$ cat src/design/dibs_pkg.sv
package dibs_pkg;
    // ************************************************************
    // configuration modes
    // ************************************************************
    typedef enum logic [2:0] {
        DIBS_MODE_DUAL_COMP,
        DIBS_MODE_SINGLE_COMP,
        DIBS_MODE_SINGLE_COMP_MEM,
        DIBS_MODE_SINGLE_UNCOMP,
        DIBS_MODE_SINGLE_UNCOMP_MEM
    } dibs_mode_t;

    // ************************************************************
    // error causes and widths
    // ************************************************************
    typedef enum logic [1:0] {
        DIBS_ERR_NONE,
        DIBS_ERR_CRC,
        DIBS_ERR_WDOG
    } dibs_err_t;

    localparam int          DIBS_AW         = 16;
    localparam int          DIBS_DW         = 32;
    localparam logic [15:0] DIBS_ADDR_ZERO  = 16'h0000;
    localparam logic [15:0] DIBS_ADDR_ONE   = 16'h0001;
    localparam logic [31:0] DIBS_DATA_ZERO  = 32'h0000_0000;
    localparam logic        DIBS_IMAGE0     = 1'b0;
    localparam logic        DIBS_IMAGE1     = 1'b1;
    localparam logic [1:0]  DIBS_TRY_FIRST  = 2'h0;
    localparam logic [1:0]  DIBS_TRY_REVERT = 2'h1;
    localparam logic [1:0]  DIBS_TRY_STUCK  = 2'h2;
endpackage

$ cat src/design/dibs_copy_if.sv
`timescale 1ns/1ns
`default_nettype none
// ************************************************************
// copy engine handshake between sequencer and copier
// ************************************************************
interface dibs_copy_if;
    import dibs_pkg::*;
    logic        start;
    logic        image;
    logic [15:0] length;
    logic        busy;
    logic        done;
    modport seq  (output start, output image, output length, input busy, input done);
    modport copy (input start, input image, input length, output busy, output done);
endinterface
`default_nettype wire

$ cat src/design/dibs_copier.sv
`timescale 1ns/1ns
`default_nettype none
// ************************************************************
// config_flash to config_ram copier
// ************************************************************
module dibs_copier
    import dibs_pkg::*;
(
    // clock and reset
    input  wire logic                 REF_CLK,
    input  wire logic                 NRST,
    // control
    dibs_copy_if.copy                 cif,
    // config_flash read port
    output logic [dibs_pkg::DIBS_AW:0] FLASH_ADDR,
    output logic                       FLASH_RD,
    input  wire logic [dibs_pkg::DIBS_DW-1:0] FLASH_DATA,
    // config_ram write port
    output logic [dibs_pkg::DIBS_AW-1:0] RAM_ADDR,
    output logic [dibs_pkg::DIBS_DW-1:0] RAM_DATA,
    output logic                         RAM_WR
);
    logic                busy_reg, busy_next;
    logic                rd_reg, rd_next;
    logic                img_reg, img_next;
    logic [DIBS_AW-1:0]  idx_reg, idx_next;
    logic [DIBS_AW-1:0]  len_reg, len_next;
    logic [DIBS_AW-1:0]  waddr_reg, waddr_next;
    logic [DIBS_DW-1:0]  wdata_reg, wdata_next;
    logic                wr_reg, wr_next;
    logic                done_reg, done_next;

    // read flash word, write it to ram next cycle
    always_comb begin
        busy_next  = busy_reg;
        rd_next    = 1'b0;
        img_next   = img_reg;
        idx_next   = idx_reg;
        len_next   = len_reg;
        waddr_next = waddr_reg;
        wdata_next = wdata_reg;
        wr_next    = 1'b0;
        done_next  = 1'b0;
        if (rd_reg) begin
            wr_next    = 1'b1;
            waddr_next = idx_reg;
            wdata_next = FLASH_DATA;
            idx_next   = idx_reg + DIBS_ADDR_ONE;
        end
        if (!busy_reg && cif.start) begin
            busy_next = 1'b1;
            img_next  = cif.image;
            idx_next  = DIBS_ADDR_ZERO;
            len_next  = cif.length;
        end else if (busy_reg && !rd_reg) begin
            if (idx_reg == len_reg) begin
                busy_next = 1'b0;
                done_next = 1'b1;
            end else begin
                rd_next = 1'b1;
            end
        end
    end

    always_ff @(posedge REF_CLK or negedge NRST) begin
        if (!NRST) begin
            busy_reg  <= 1'b0;
            rd_reg    <= 1'b0;
            img_reg   <= DIBS_IMAGE0;
            idx_reg   <= DIBS_ADDR_ZERO;
            len_reg   <= DIBS_ADDR_ZERO;
            waddr_reg <= DIBS_ADDR_ZERO;
            wdata_reg <= DIBS_DATA_ZERO;
            wr_reg    <= 1'b0;
            done_reg  <= 1'b0;
        end else begin
            busy_reg  <= busy_next;
            rd_reg    <= rd_next;
            img_reg   <= img_next;
            idx_reg   <= idx_next;
            len_reg   <= len_next;
            waddr_reg <= waddr_next;
            wdata_reg <= wdata_next;
            wr_reg    <= wr_next;
            done_reg  <= done_next;
        end
    end

    assign FLASH_ADDR = {img_reg, idx_reg};
    assign FLASH_RD   = rd_reg;
    assign RAM_ADDR   = waddr_reg;
    assign RAM_DATA   = wdata_reg;
    assign RAM_WR     = wr_reg;
    assign cif.busy   = busy_reg;
    assign cif.done   = done_reg;
endmodule
`default_nettype wire

$ cat src/design/dibs_top.sv
`timescale 1ns/1ns
`default_nettype none
module dibs_top
    import dibs_pkg::*;
(
    // clock and reset
    input  wire logic                          REF_CLK,
    input  wire logic                          NRST,
    // configuration options
    input  wire dibs_pkg::dibs_mode_t          CONFIG_MODE,
    input  wire logic                          FLASH_PROGRAMMED,
    input  wire logic                          AUTO_RECONFIG_EN,
    input  wire logic [dibs_pkg::DIBS_AW-1:0]  IMAGE_LENGTH,
    // image select
    input  wire logic                          IMAGE_SELECT_JUMPER,
    input  wire logic                          UPGRADE_IMAGE_WR,
    input  wire logic                          UPGRADE_IMAGE_VAL,
    // error sources
    input  wire logic                          CRC_ERROR,
    input  wire logic                          WDOG_TIMEOUT,
    // reconfiguration sources
    input  wire logic                          CONFIG_FAULT_LINE_N,
    input  wire logic                          RECONFIG_REQUEST_LINE_N,
    input  wire logic                          UPGRADE_RECONFIG_REQUEST_N,
    // config_flash
    output logic [dibs_pkg::DIBS_AW:0]         FLASH_ADDR,
    output logic                               FLASH_RD,
    input  wire logic [dibs_pkg::DIBS_DW-1:0]  FLASH_DATA,
    // config_ram
    output logic [dibs_pkg::DIBS_AW-1:0]       RAM_ADDR,
    output logic [dibs_pkg::DIBS_DW-1:0]       RAM_DATA,
    output logic                               RAM_WR,
    // status
    output logic                               USER_MODE,
    output logic                               WAITING,
    output logic                               ACTIVE_IMAGE,
    output logic                               FAILED_IMAGE,
    output dibs_pkg::dibs_err_t                ERROR_CAUSE
);
    // ************************************************************
    // sequencer state
    // ************************************************************
    typedef enum logic [2:0] {IDLE, SAMPLE, LOAD, USER, WAIT} dibs_state_t;

    dibs_state_t state_reg, state_next;
    logic        img_reg, img_next;
    logic        ovr_valid_reg, ovr_valid_next;
    logic        ovr_img_reg, ovr_img_next;
    logic [1:0]  try_reg, try_next;
    logic        fail_img_reg, fail_img_next;
    dibs_err_t   cause_reg, cause_next;
    logic        start_reg, start_next;
    logic        reconfig;
    logic        err;
    dibs_err_t   err_kind;

    dibs_copy_if cif ();

    dibs_copier u_copier (
        .REF_CLK    (REF_CLK),
        .NRST       (NRST),
        .cif        (cif),
        .FLASH_ADDR (FLASH_ADDR),
        .FLASH_RD   (FLASH_RD),
        .FLASH_DATA (FLASH_DATA),
        .RAM_ADDR   (RAM_ADDR),
        .RAM_DATA   (RAM_DATA),
        .RAM_WR     (RAM_WR)
    );

    assign reconfig = !CONFIG_FAULT_LINE_N || !RECONFIG_REQUEST_LINE_N
                   || !UPGRADE_RECONFIG_REQUEST_N;
    assign err      = CRC_ERROR || WDOG_TIMEOUT;
    assign err_kind = CRC_ERROR ? DIBS_ERR_CRC : DIBS_ERR_WDOG;

    // ************************************************************
    // next-state logic
    // ************************************************************
    always_comb begin
        state_next     = state_reg;
        img_next       = img_reg;
        ovr_valid_next = ovr_valid_reg;
        ovr_img_next   = ovr_img_reg;
        try_next       = try_reg;
        fail_img_next  = fail_img_reg;
        cause_next     = cause_reg;
        start_next     = 1'b0;
        if (UPGRADE_IMAGE_WR) begin
            ovr_valid_next = 1'b1;
            ovr_img_next   = UPGRADE_IMAGE_VAL;
        end
        unique case (state_reg)
            IDLE: begin
                if (FLASH_PROGRAMMED) begin
                    state_next = SAMPLE;
                end
            end
            SAMPLE: begin
                // single-image modes always use image0
                if (CONFIG_MODE != DIBS_MODE_DUAL_COMP) begin
                    img_next = DIBS_IMAGE0;
                end else if (ovr_valid_reg) begin
                    img_next = ovr_img_reg;
                end else begin
                    img_next = IMAGE_SELECT_JUMPER;
                end
                try_next   = DIBS_TRY_FIRST;
                cause_next = DIBS_ERR_NONE;
                start_next = 1'b1;
                state_next = LOAD;
            end
            LOAD: begin
                // copy errors ignored until user mode
                if (cif.done) begin
                    state_next = USER;
                end
            end
            USER: begin
                if (reconfig) begin
                    state_next = SAMPLE;
                end else if (err) begin
                    fail_img_next = img_reg;
                    cause_next    = err_kind;
                    if (try_reg == DIBS_TRY_FIRST && CONFIG_MODE == DIBS_MODE_DUAL_COMP) begin
                        img_next   = ~img_reg;
                        try_next   = DIBS_TRY_REVERT;
                        start_next = 1'b1;
                        state_next = LOAD;
                    end else if (AUTO_RECONFIG_EN) begin
                        state_next = SAMPLE;
                    end else begin
                        try_next   = DIBS_TRY_STUCK;
                        state_next = WAIT;
                    end
                end
            end
            WAIT: begin
                if (reconfig) begin
                    state_next = SAMPLE;
                end
            end
        endcase
    end

    always_ff @(posedge REF_CLK or negedge NRST) begin
        if (!NRST) begin
            state_reg     <= IDLE;
            img_reg       <= DIBS_IMAGE0;
            ovr_valid_reg <= 1'b0;
            ovr_img_reg   <= DIBS_IMAGE0;
            try_reg       <= DIBS_TRY_FIRST;
            fail_img_reg  <= DIBS_IMAGE0;
            cause_reg     <= DIBS_ERR_NONE;
            start_reg     <= 1'b0;
        end else begin
            state_reg     <= state_next;
            img_reg       <= img_next;
            ovr_valid_reg <= ovr_valid_next;
            ovr_img_reg   <= ovr_img_next;
            try_reg       <= try_next;
            fail_img_reg  <= fail_img_next;
            cause_reg     <= cause_next;
            start_reg     <= start_next;
        end
    end

    assign cif.start    = start_reg;
    assign cif.image    = img_reg;
    assign cif.length   = IMAGE_LENGTH;
    assign USER_MODE    = (state_reg == USER);
    assign WAITING      = (state_reg == WAIT);
    assign ACTIVE_IMAGE = img_reg;
    assign FAILED_IMAGE = fail_img_reg;
    assign ERROR_CAUSE  = cause_reg;
endmodule
`default_nettype wire

$ cat config.mk
export PLATFORM = sky130hd
export DESIGN_NAME = dibs_top
export DESIGN_NICKNAME = d
export VERILOG_FILES = /design/src/design/dibs_pkg.sv /design/src/design/dibs_copy_if.sv /design/src/design/dibs_copier.sv /design/src/design/dibs_top.sv
export SDC_FILE = /design/constraint.sdc
export NUM_CORES = 1
export LEC_CHECK = 0
export BUFFER_PORTS_ARGS = -buffer_cell sky130_fd_sc_hd__clkbuf_2
export CORE_MARGIN = 1.5
export CORE_UTILIZATION = 54
export DETAILED_ROUTE_END_ITERATION = 8
export PLACE_DENSITY = 0.87
export SETUP_SLACK_MARGIN = 0.5
export SKIP_CTS_REPAIR_TIMING = 1
export SYNTH_ARGS = -nofsm -noshare
export SYNTH_HDL_FRONTEND = slang
export SYNTH_SLANG_ARGS = --single-unit
$ cat constraint.sdc
create_clock -name REF_CLK -period 4.22 [get_ports REF_CLK]
set_input_delay 0.422 -clock REF_CLK [delete_from_list [all_inputs] [get_ports REF_CLK]]
set_output_delay 0.422 -clock REF_CLK [all_outputs]
set_load 0.1 [all_outputs]
==> results of run 1 <==
==> worst reg2reg max path, cell delays in order, from the launching register on <==
cell	delay, ns
dfrtp_1	0.55
nand4_2	0.32
nor4_1	0.69
a211o_1	0.23
nand2_1	0.05
==> layout make-up <==
class / instances / area, um2
inverter: 6 / 22.5
timing repair buffer: 139 / 708
sequential: 97 / 2430
tap: 99 / 124
multi-input combinational: 199 / 1650
clock buffer: 11 / 141
fill: 528 / 2240
clock inverter: 5 / 55.1
==> per-stage QoR <==
step | area, um2 | total power, mW | cells | utilization [%]
floorplan | 4170 | 1.97 | 316 | -
global placement | 4930 | 2.14 | 540 | 67.0
detailed placement | 4930 | 2.16 | 540 | 67.0
CTS | 5130 | 2.75 | 556 | 69.6
global route | 5130 | 2.84 | 556 | 69.6
finish | 5130 | 2.73 | 556 | 69.6
==> power by group <==
group | switching (mW) | leakage [nW] | internal (mW) | total (mW)
Combinational | 0.765 | 1.16 | 0.209 | 0.975
Clock | 0.301 | 0.0953 | 0.288 | 0.590
Sequential | 0.133 | 1.18 | 1.03 | 1.17
Total | 1.20 | 2.44 | 1.53 | 2.73
==> cells in the final DEF, fill, tap and decap left out, types with 7 or more instances in the layout <==
cell type / count
nor2_1: 21
nand4_1: 7
mux2_2: 54
clkbuf_8: 10
nand2_1: 12
mux2_1: 16
dfrtp_1: 96
clkbuf_2: 134
xnor2_1: 22
==> how the worst min path moves through the flow <==
stage | cells past startpoint | slack, ns | to
6_report | 1 | 0.18 | state_reg[2]$_DFFE_PN0P_
5_1_grt | 1 | 0.24 | u_copier.len_reg[13]$_DFFE_PN0P_
4_1_cts | 1 | 0.20 | u_copier.len_reg[13]$_DFFE_PN0P_
3_5_place_dp | 1 | 0.48 | u_copier.RAM_ADDR[1]$_DFFE_PN0P_
3_3_place_gp | 1 | 0.46 | ovr_valid_reg$_DFFE_PN0P_
2_1_floorplan | 0 | 0.13 | ACTIVE_IMAGE$_DFFE_PN0P_
==> layer usage <==
metal | global-route usage [%] | wire, um | vias to the layer above
li1 | - | - | 1384
met1 | 29.0 | 3740 | 1429
met2 | 35.3 | 4210 | 103
met3 | 4.46 | 514 | 9
met4 | 8.20 | 114 | 0
met5 | 0 | 0 | -
==> kinds of logic (layout without fill, tap and decap cells) <==
logic type / count (synthesis) / after routing
AOI/OAI and AO/OA: 25 / 25
DFF: 97 / 97
muxes: 73 / 73
xor gates and xnor gates: 26 / 26
adders and majority gates: 1 / 1
and+or+nand+nor: 74 / 74
buffers and inverters: 20 / 161
==> summary.md, run 1 <==
| Metric | Value |
|---|---|
| Routability cong. | 0.812 |
| Mapped cell area | 4170 um2 |
| Avg Cell Area, Syn | 13.2 um2 |
| Max capacitance violation total | 0 |
| Crit. End Element | output port |
| WS Path Type | reg2out |
| Max FFs per register | 32 |
| Vias | 2925 |
| R2R Path End | u_copier.idx_reg[12]$_DFFE_PN0P_ |
| # rows | 31 |
| Critical Path Fanout Max | 57 |
| Die Span Y | 90.9 um |
| Synth Area in Compound Gates | 4.47% |
| Worst path max stage delay | 0.58 ns |
| Post-synthesis sequential area ratio | 58.2% |
| Hold WS | 0.177 ns |
| Final TNS setup | 0 ns |
| Synth Area in XOR/XNOR | 5.46% |
| Crit path buf inv count | 2 |
| Fin crit share | 54.8% |
| CP Launch Type | register |
| FF-to-FF path depth | 4 |
| Yosys top cell by area | dfrtp_1 |
| Final WL | 8580 um |
| Adder-cell share of the synthesized area | 0.300% |
| Skew final | 0.00800 ns |
| Worst skew pair latency | 0.35 ns |
| Rel. slew slack | 40.6% |
| TritonCTS clock tree | built |
| Worst Path Required | 3.80 ns |
| Fin. Hold Viols | 0 |
| Tot GR Track Use | 21.8% |
| Initial antenna violation count | 0 |
| Most used DFF post-synth | dfrtp_1 |
| Core area | 7370 um2 |
| Hold Path Class | in2async |
| Initial DRC count | 134 |
| Initial core utilization | 56.6% |
| Synth area leaders | dfrtp_1, mux2_2, xnor2_1 |
| Global route overflow | 0 |
| Async S/R FF share, synth | 100% |
| Vias in the first global route | 2953 |
| Post-synth EDFFs | 0 |
| Post-synthesis mux area share | 19.8% |
| Final #Nets | 516 |
| Longest Clk Path Bufs | 2 |
| Pin count of the biggest net entering global routing | 69 |
| Final Max Tran Viols | 0 |
| Post-synth top area share | 58.2% |
| RSZ-0062 raised after global routing | false |
| TritonCTS buffer count | 9 |
| Io pins | 136 |
| Top Family by Delay on Critical Path | buffers and inverters |
| End of the critical path | FLASH_RD |
| YS warnings | 0 |
| FF+latch count, synth | 97 |
| Die area | 8250 um2 |
| Max Clk Rate | 433 MHz |
| Cell Pwr Density | 532 nW/um2 |
| WP data arrival | 1.89 ns |
| Critical path startpoint | u_copier.FLASH_RD$_DFF_PN0_ |
| Post-Synthesis Cells | 316 |
| First-pass GRT wire length | 14200 um |
| Crit path depth | 2 |
| Reg clk slew, reported paths | 0.09 ns |
| Worst Slack Setup Final | 1.91 ns |
| Status | complete, no violations |
| R2R Setup Slk | 2.27 ns |
| Slew @ Worst Pin | 0.886 ns |
| Most common cell in the netlist | dfrtp_1 |
| Syn_nets | 380 |
| Antenna diode count | 0 |
| Antenna-violating nets left | 0 |
| Cell leakage power | 2.44 nW |
| Largest family of logic cells by synthesized area | multiplexers |
| Pre-CTS WS | 2.20 ns |
| Tmin final | 2.31 ns |
| # setup viols final | 0 |
| Share of cells above drive strength 1 | 47.5% |
| Max VDD drop | 442 uV |
| 1st-pass router iterations | 4 |
| Port bufs | 135 |
| Crit path cell chain | buf_4 > clkbuf_2 |
| P&R area growth vs syn | 23.1% |
| Chip Width | 90.9 um |
| Htree depth | 3 |
| Slowest CP cell | buf_4 |
| Reg-to-Reg Start | u_copier.idx_reg[2]$_DFFE_PN0P_ |
| Cell variety after synth | 46 |
| Synth cell count leaders | dfrtp_1, mux2_2, xnor2_1, nor2_1, mux2_1 |
| Residual DRC count | 0 |
| Clock Tree Root | clkbuf_8 |
| WL/cell | 15.4 um |
| Routed vias/inst | 5.26 |
| Clock Sinks | 97 |
| DP Wirelength | 6110 um |
| Post-Synth Simple-Gate Area | 9.58% |
Power figures use the tool's default switching activity.
==> run 2, diff against run 1 <==
--- a/config.mk
+++ b/config.mk
@@ -5,11 +5,12 @@
 export SDC_FILE = /design/constraint.sdc
 export NUM_CORES = 1
 export LEC_CHECK = 0
+export ABC_AREA = 1
 export BUFFER_PORTS_ARGS = -buffer_cell sky130_fd_sc_hd__clkbuf_2
 export CORE_MARGIN = 1.5
-export CORE_UTILIZATION = 54
+export CORE_UTILIZATION = 51
 export DETAILED_ROUTE_END_ITERATION = 8
-export PLACE_DENSITY = 0.87
+export PLACE_DENSITY = 0.83
 export SETUP_SLACK_MARGIN = 0.5
 export SKIP_CTS_REPAIR_TIMING = 1
 export SYNTH_ARGS = -nofsm -noshare
==> constraint.sdc (replaced) <==
create_clock -name REF_CLK -period 2.4 [get_ports REF_CLK]
set_input_delay 0.24 -clock REF_CLK [delete_from_list [all_inputs] [get_ports REF_CLK]]
set_output_delay 0.24 -clock REF_CLK [all_outputs]
set_load 0.1 [all_outputs]
==> summary.md, run 2 <==
| Metric | Value |
|---|---|
| Status | complete, no violations (unchanged) |
| Hold Path Class | in2reg (was in2async) |
| Worst path max stage delay | 0.37 ns (was 0.58 ns) |
| Tot GR Track Use | 23.1% (was 21.8%) |
| Final WL | 9590 um (was 8580 um) |
| Port bufs | 135 (unchanged) |
| Crit path depth | 4 (was 2) |
| Synth cell count leaders | nand2_1, dfrtp_1, inv_1, nor2_1, mux2_2 (was dfrtp_1, mux2_2, xnor2_1, nor2_1, mux2_1) |
| Synth area leaders | dfrtp_1, nand2_1, mux2_2 (was dfrtp_1, mux2_2, xnor2_1) |
| Clock Tree Root | clkbuf_8 (unchanged) |
| Fin crit share | 75.9% |
| WP data arrival | 1.58 ns (was 1.89 ns) |
| Post-Synthesis Cells | 450 (was 316) |
| Reg clk slew, reported paths | 0.11 ns (was 0.09 ns) |
| Final TNS setup | 0 ns (unchanged) |
| Initial DRC count | 120 (was 134) |
| Residual DRC count | 0 (unchanged) |
| Core area | 8130 um2 (was 7370 um2) |
| Reg-to-Reg Start | u_copier.idx_reg[11]$_DFFE_PN0P_ (was u_copier.idx_reg[2]$_DFFE_PN0P_) |
| Post-synth EDFFs | 0 (unchanged) |
| Vias | 3492 (was 2925) |
| CP most frequent cell | inv_1 |
| Top Family by Delay on Critical Path | buffers and inverters (unchanged) |
| Yosys top cell by area | dfrtp_1 (unchanged) |
| Antenna diode count | 0 (unchanged) |
| Global route overflow | 0 (unchanged) |
| Final #Nets | 653 (was 516) |
| End of the critical path | USER_MODE (was FLASH_RD) |
| Crit. End Element | output port (unchanged) |
| First-pass GRT wire length | 15600 um (was 14200 um) |
| RSZ-0062 raised after global routing | true (was false) |
| Most used DFF post-synth | dfrtp_1 (unchanged) |
| Post-synth top area share | 57.4% (was 58.2%) |
| Routability cong. | 0.850 (was 0.812) |
| Cell variety after synth | 32 (was 46) |
| Worst Path Required | 2.16 ns (was 3.80 ns) |
| Mapped cell area | 4230 um2 (was 4170 um2) |
| Die Span Y | 94.1 um (was 90.9 um) |
| Rel. slew slack | 49.3% (was 40.6%) |
| Most frequent cells in the layout | clkbuf_2, nand2_1, dfrtp_1 (was clkbuf_2, dfrtp_1, mux2_2) |
| Initial core utilization | 52.0% (was 56.6%) |
| # setup viols final | 0 (unchanged) |
| Longest Clk Path Bufs | 2 (unchanged) |
| Pin count of the biggest net entering global routing | 61 (was 69) |
| YS warnings | 0 (unchanged) |
| Routed vias/inst | 5.00 (was 5.26) |
| Critical path startpoint | state_reg[2]$_DFFE_PN0P_ (was u_copier.FLASH_RD$_DFF_PN0_) |
| Vias in the first global route | 3452 (was 2953) |
| R2R Setup Slk | 0.89 ns (was 2.27 ns) |
| Pre-CTS WS | 0.872 ns (was 2.20 ns) |
| Chip Width | 94.1 um (was 90.9 um) |
| WS Path Type | reg2out (unchanged) |
| TritonCTS buffer count | 9 (unchanged) |
| Share of cells above drive strength 1 | 36.5% (was 47.5%) |
| Max capacitance violation total | 0 (unchanged) |
| Hold WS | 0.0544 ns (was 0.177 ns) |
| Die area | 8850 um2 (was 8250 um2) |
| Clock Sinks | 97 (unchanged) |
| Tmin final | 1.82 ns |
| R2R Path End | u_copier.idx_reg[15]$_DFFE_PN0P_ (was u_copier.idx_reg[12]$_DFFE_PN0P_) |
| 1st-pass router iterations | 4 (unchanged) |
| Final-layout fill cell count | 699 (was 528) |
| Avg Cell Area, Syn | 9.40 um2 (was 13.2 um2) |
| Async S/R FF share, synth | 100% (unchanged) |
| Layout Utilization | 64.5% (was 69.6%) |
| Initial antenna violation count | 0 (unchanged) |
| Worst Slack Setup Final | 0.579 ns (was 1.91 ns) |
| Max FFs per register | 32 (unchanged) |
| Max Clk Rate | 549 MHz |
| Slowest CP cell | dfrtp_1 (was buf_4) |
| Fin. Hold Viols | 0 (unchanged) |
| Worst skew pair latency | 0.38 ns (was 0.35 ns) |
| Skew final | 0.0176 ns (was 0.00800 ns) |
| Most common cell after layout, fill and taps aside | clkbuf_2 (unchanged) |
| Io pins | 136 (unchanged) |
| FF-to-FF path depth | 7 (was 4) |
| Most common cell in the netlist | nand2_1 (was dfrtp_1) |
| # rows | 33 (was 31) |
| Critical Path Fanout Max | 6 (was 57) |
| WL/cell | 13.7 um (was 15.4 um) |
| Slew @ Worst Pin | 0.760 ns (was 0.886 ns) |
| Final Max Tran Viols | 0 (unchanged) |
| FF+latch count, synth | 97 (unchanged) |
| TritonCTS clock tree | built (unchanged) |
| Crit path buf inv count | 3 (was 2) |
| Antenna-violating nets left | 0 (unchanged) |
| P&R area growth vs syn | 24.1% (was 23.1%) |
| CP Launch Type | register (unchanged) |
| Post-synthesis sequential area ratio | 57.4% (was 58.2%) |
| Htree depth | 3 (unchanged) |
| Crit path cell chain | inv_1 > nand3_2 > inv_1 > clkbuf_4 (was buf_4 > clkbuf_2) |
| Syn_nets | 514 (was 380) |
| DP Wirelength | 7100 um (was 6110 um) |
-- run 2: per-layer routing --
metal | vias to the layer above | track usage [%] | wire [um]
met3 | 17 | 5.74 | 604
met1 | 1634 | 27.2 | 3930
li1 | 1719 | - | -
met4 | 0 | 9.83 | 191
met5 | - | 0 | 0
met2 | 122 | 40.1 | 4870
-- run 2: worst min-delay path by stage --
stage / cells past startpoint / startpoint / end / slack [ns]
floorplan: 0 / NRST / ACTIVE_IMAGE$_DFFE_PN0P_ / -0.06
global placement: 1 / NRST / ovr_img_reg$_DFFE_PN0P_ / 0.36
detailed placement: 1 / NRST / ovr_img_reg$_DFFE_PN0P_ / 0.36
CTS: 1 / NRST / ovr_img_reg$_DFFE_PN0P_ / -0.05
global route: 3 / IMAGE_LENGTH[13] / u_copier.len_reg[13]$_DFFE_PN0P_ / 0.06
finish: 3 / IMAGE_LENGTH[13] / u_copier.len_reg[13]$_DFFE_PN0P_ / 0.05
-- run 2: per-stage QoR --
step / cells / area [um2]
after floorplan: 450 / 4250
after global placement: 682 / 5050
after detailed placement: 682 / 5050
after CTS: 698 / 5230
after global routing: 699 / 5250
final: 699 / 5250
-- run 2: cell type report --
| class | instances | area, um2 | area share, % |
|---|---|---|---|
| multi-input combinational | 287 | 1550 | 29.6 |
| inverter | 53 | 199 | 3.79 |
| clock buffer | 10 | 138 | 2.62 |
| tap | 105 | 131 | 2.50 |
| timing repair buffer | 141 | 747 | 14.2 |
| clock inverter | 6 | 48.8 | 0.930 |
| sequential | 97 | 2430 | 46.4 |
-- run 2: cell families (layout without fill, tap and decap cells) --
group	after synthesis	count (layout)	synth area share (%)
AOI/OAI and AO/OA	64	64	8.08
adders and majority gates	1	1	0.296
DFF	97	97	57.4
xor gates and xnor gates	1	1	0.207
muxes	34	34	9.05
and+or+nand+nor	187	187	18.8
buffers and inverters	66	210	6.18
-- run 2: worst reg2reg max path: stages (launching register included) --
cell and delay, ns:
dfrtp_1 0.47, nand2_1 0.13, nor2_1 0.24, nand2_1 0.13, nand3b_1 0.23, nand2_1 0.10
nand2_1 0.06, nor2_1 0.10
Power of run 2 is not shown: default switching activity piles up to over one toggle a cycle in this logic, so the estimate is an artifact.
==> run 3, diff against run 2 <==
--- a/config.mk
+++ b/config.mk
@@ -8,9 +8,9 @@
 export ABC_AREA = 1
 export BUFFER_PORTS_ARGS = -buffer_cell sky130_fd_sc_hd__clkbuf_2
 export CORE_MARGIN = 1.5
-export CORE_UTILIZATION = 51
+export CORE_UTILIZATION = 46
 export DETAILED_ROUTE_END_ITERATION = 8
-export PLACE_DENSITY = 0.83
+export PLACE_DENSITY = 0.79
 export SETUP_SLACK_MARGIN = 0.5
 export SKIP_CTS_REPAIR_TIMING = 1
 export SYNTH_ARGS = -nofsm -noshare
==> constraint.sdc (replaced) <==
create_clock -name REF_CLK -period 1.55 [get_ports REF_CLK]
set_input_delay 0.155 -clock REF_CLK [delete_from_list [all_inputs] [get_ports REF_CLK]]
set_output_delay 0.155 -clock REF_CLK [all_outputs]
set_load 0.1 [all_outputs]
==> summary.md, run 3 (synthesis results as in run 2) <==
| Metric | Value |
|---|---|
| Status | finished with violations (was complete, no violations) |
| Failing checks | design-rule violations, negative hold slack, negative setup slack |
| Initial antenna violation count | 0 (unchanged) |
| Longest Clk Path Bufs | 2 (unchanged) |
| Clock Sinks | 97 (unchanged) |
| R2R Path End | u_copier.idx_reg[6]$_DFFE_PN0P_ (was u_copier.idx_reg[15]$_DFFE_PN0P_) |
| Fin crit share | 103% |
| First-pass GRT wire length | 15800 um (was 15600 um) |
| Max capacitance violation total | 0 (unchanged) |
| Routed vias/inst | 5.49 (was 5.00) |
| Crit. End Element | register (was output port) |
| Gate power share | 63.9% |
| Clock Tree Root | clkbuf_8 (unchanged) |
| Final #Nets | 735 (was 653) |
| Final Non-Filler Cells | 784 (was 699) |
| # setup viols final | 1 (was 0) |
| Chip Width | 98.9 um (was 94.1 um) |
| Core area | 8810 um2 (was 8130 um2) |
| TritonCTS clock tree | built (unchanged) |
| Die area | 9780 um2 (was 8850 um2) |
| WL/cell | 21.3 um (was 13.7 um) |
| Layout Utilization | 89.8% (was 64.5%) |
| Worst Hold Depth | 3 (unchanged) |
| Rel. slew slack | 65.4% (was 49.3%) |
| Max Clk Rate | 627 MHz |
| Initial DRC count | 295 (was 120) |
| Most common cell after layout, fill and taps aside | nand2_1 (was clkbuf_2) |
| Clock network fraction of design power | 11.5% |
| Max VDD drop | 1410 uV |
| Switching share of power | 49.5% |
| Global route overflow | 0 (unchanged) |
| Tot Pwr | 18.1 mW |
| Skew final | 0.0175 ns (was 0.0176 ns) |
| Reg-to-Reg Start | u_copier.FLASH_RD$_DFF_PN0_ (was u_copier.idx_reg[11]$_DFFE_PN0P_) |
| Io pins | 136 (unchanged) |
| Max FFs per register | 32 (unchanged) |
| CP most frequent cell | buf_6 (was inv_1) |
| WS Path Type | reg2reg (was reg2out) |
| Share of cells above drive strength 1 | 64.2% (was 36.5%) |
| Worst path max stage delay | 0.53 ns (was 0.37 ns) |
| Antenna-violating nets left | 0 (unchanged) |
| Slew @ Worst Pin | 0.520 ns (was 0.760 ns) |
| Top Family by Delay on Critical Path | flip-flops (was buffers and inverters) |
| Worst Path Required | 1.82 ns (was 2.16 ns) |
| Final TNS setup | -0.0461 ns (was 0 ns) |
| Htree depth | 3 (unchanged) |
| Port bufs | 135 (unchanged) |
| P&R area growth vs syn | 87.0% (was 24.1%) |
| Cell Pwr Density | 2290 nW/um2 |
| Cells after DPL | 686 (was 682) |
| Worst skew pair latency | 0.38 ns (about the same) |
| Pin count of the biggest net entering global routing | 98 (was 61) |
| CP Launch Type | register (unchanged) |
| Fin. Hold Viols | 4 (was 0) |
| Hold WS | -0.0141 ns (was 0.0544 ns) |
| DP Wirelength | 6770 um (was 7100 um) |
| Tmin final | 1.60 ns |
| # rows | 34 (was 33) |
| Internal | 9.16 mW |
| Worst Slack Setup Final | -0.0461 ns (was 0.579 ns) |
| Final WL | 16700 um (was 9590 um) |
| Initial core utilization | 48.0% (was 52.0%) |
| R2R Setup Slk | -0.05 ns (was 0.89 ns) |
| Crit path buf inv count | 3 (unchanged) |
| Tot GR Track Use | 20.1% (was 23.1%) |
| Antenna diode count | 0 (unchanged) |
| Vias | 4306 (was 3492) |
| Critical Path Fanout Max | 7 (was 6) |
| WP data arrival | 1.86 ns (was 1.58 ns) |
| Routability cong. | 0.841 (was 0.850) |
| Cell leakage power | 3.84 nW |
| Slowest CP cell | dfrtp_4 (was dfrtp_1) |
| RSZ-0062 raised after global routing | true (unchanged) |
| Reg clk slew, reported paths | 0.11 ns (about the same) |
| Die Span Y | 98.9 um (was 94.1 um) |
| TritonCTS buffer count | 9 (unchanged) |
| Residual DRC count | 14 (was 0) |
| Sequential share of power | 24.6% |
| Hold Path Class | in2reg (unchanged) |
| Min-delay src | IMAGE_LENGTH[8] (was IMAGE_LENGTH[13]) |
| Worst Hold End | u_copier.len_reg[8]$_DFFE_PN0P_ (was u_copier.len_reg[13]$_DFFE_PN0P_) |
| 1st-pass router iterations | 9 (was 4) |
| FF-to-FF path depth | 7 (unchanged) |
| Most frequent cells in the layout | nand2_1, buf_12, clkbuf_2 (was clkbuf_2, nand2_1, dfrtp_1) |
| Final Max Tran Viols | 0 (unchanged) |
| Sw power | 8.97 mW |
| Final-layout fill cell count | 320 (was 699) |
| Vias in the first global route | 3355 (was 3452) |
| Crit path cell chain | buf_12 > buf_6 > buf_6 > nand3_4 > nor2_4 > a21oi_2 > nor3_1 (was inv_1 > nand3_2 > inv_1 > clkbuf_4) |
-- run 3: worst reg2reg max path: stages, from the launching register on --
cell and delay [ns]:
dfrtp_4 0.53, buf_12 0.15, buf_6 0.10, buf_6 0.10, nand3_4 0.09, nor2_4 0.16
a21oi_2 0.09, nor3_1 0.28
-- run 3: metal layers --
metal,global-route usage [%],vias up,wire (um)
li1,-,1872,-
met5,0,-,0
met2,32.1,246,8860
met3,3.76,44,1140
met1,27.3,2144,6150
met4,7.69,0,525
-- run 3: power groups by stage --
stage	clock [mW]	combinational [mW]	sequential, mW
global route	2.15	11.9	4.52
global placement	0	7.61	4.07
CTS	2.02	7.70	4.08
floorplan	0	2.41	8.19
detailed placement	0	7.67	4.12
finish	2.08	11.6	4.46
-- run 3: through the flow --
step                instance area [um2]  setup WS [ns]
detailed placement                 5480         0.0976
CTS                                5740        -0.0816
floorplan                          4700         -0.292
finish                             7910        -0.0461
global placement                   5480          0.172
global route                       7910        -0.0575
-- run 3: cell type report --
| cell class | instances | area, um2 | area share, % |
|---|---|---|---|
| timing repair buffer | 223 | 2680 | 33.9 |
| sequential | 97 | 2520 | 31.8 |
| multi-input combinational | 287 | 2110 | 26.7 |
| inverter | 53 | 215 | 2.72 |
| clock buffer | 10 | 138 | 1.74 |
| tap | 108 | 135 | 1.71 |
| clock inverter | 6 | 114 | 1.44 |
-- run 3: worst max-delay path by stage --
stage	startpoint	end	slack [ns]	cells after the start
after floorplan	state_reg[1]$_DFFE_PN0P_	state_reg[2]$_DFFE_PN0P_	-0.29	6
after global placement	u_copier.idx_reg[0]$_DFFE_PN0P_	u_copier.idx_reg[14]$_DFFE_PN0P_	0.17	9
after detailed placement	state_reg[2]$_DFFE_PN0P_	state_reg[1]$_DFFE_PN0P_	0.1	8
after CTS	u_copier.FLASH_RD$_DFF_PN0_	FLASH_RD	-0.08	2
after global routing	u_copier.FLASH_RD$_DFF_PN0_	u_copier.idx_reg[6]$_DFFE_PN0P_	-0.06	7
final	u_copier.FLASH_RD$_DFF_PN0_	u_copier.idx_reg[6]$_DFFE_PN0P_	-0.05	7
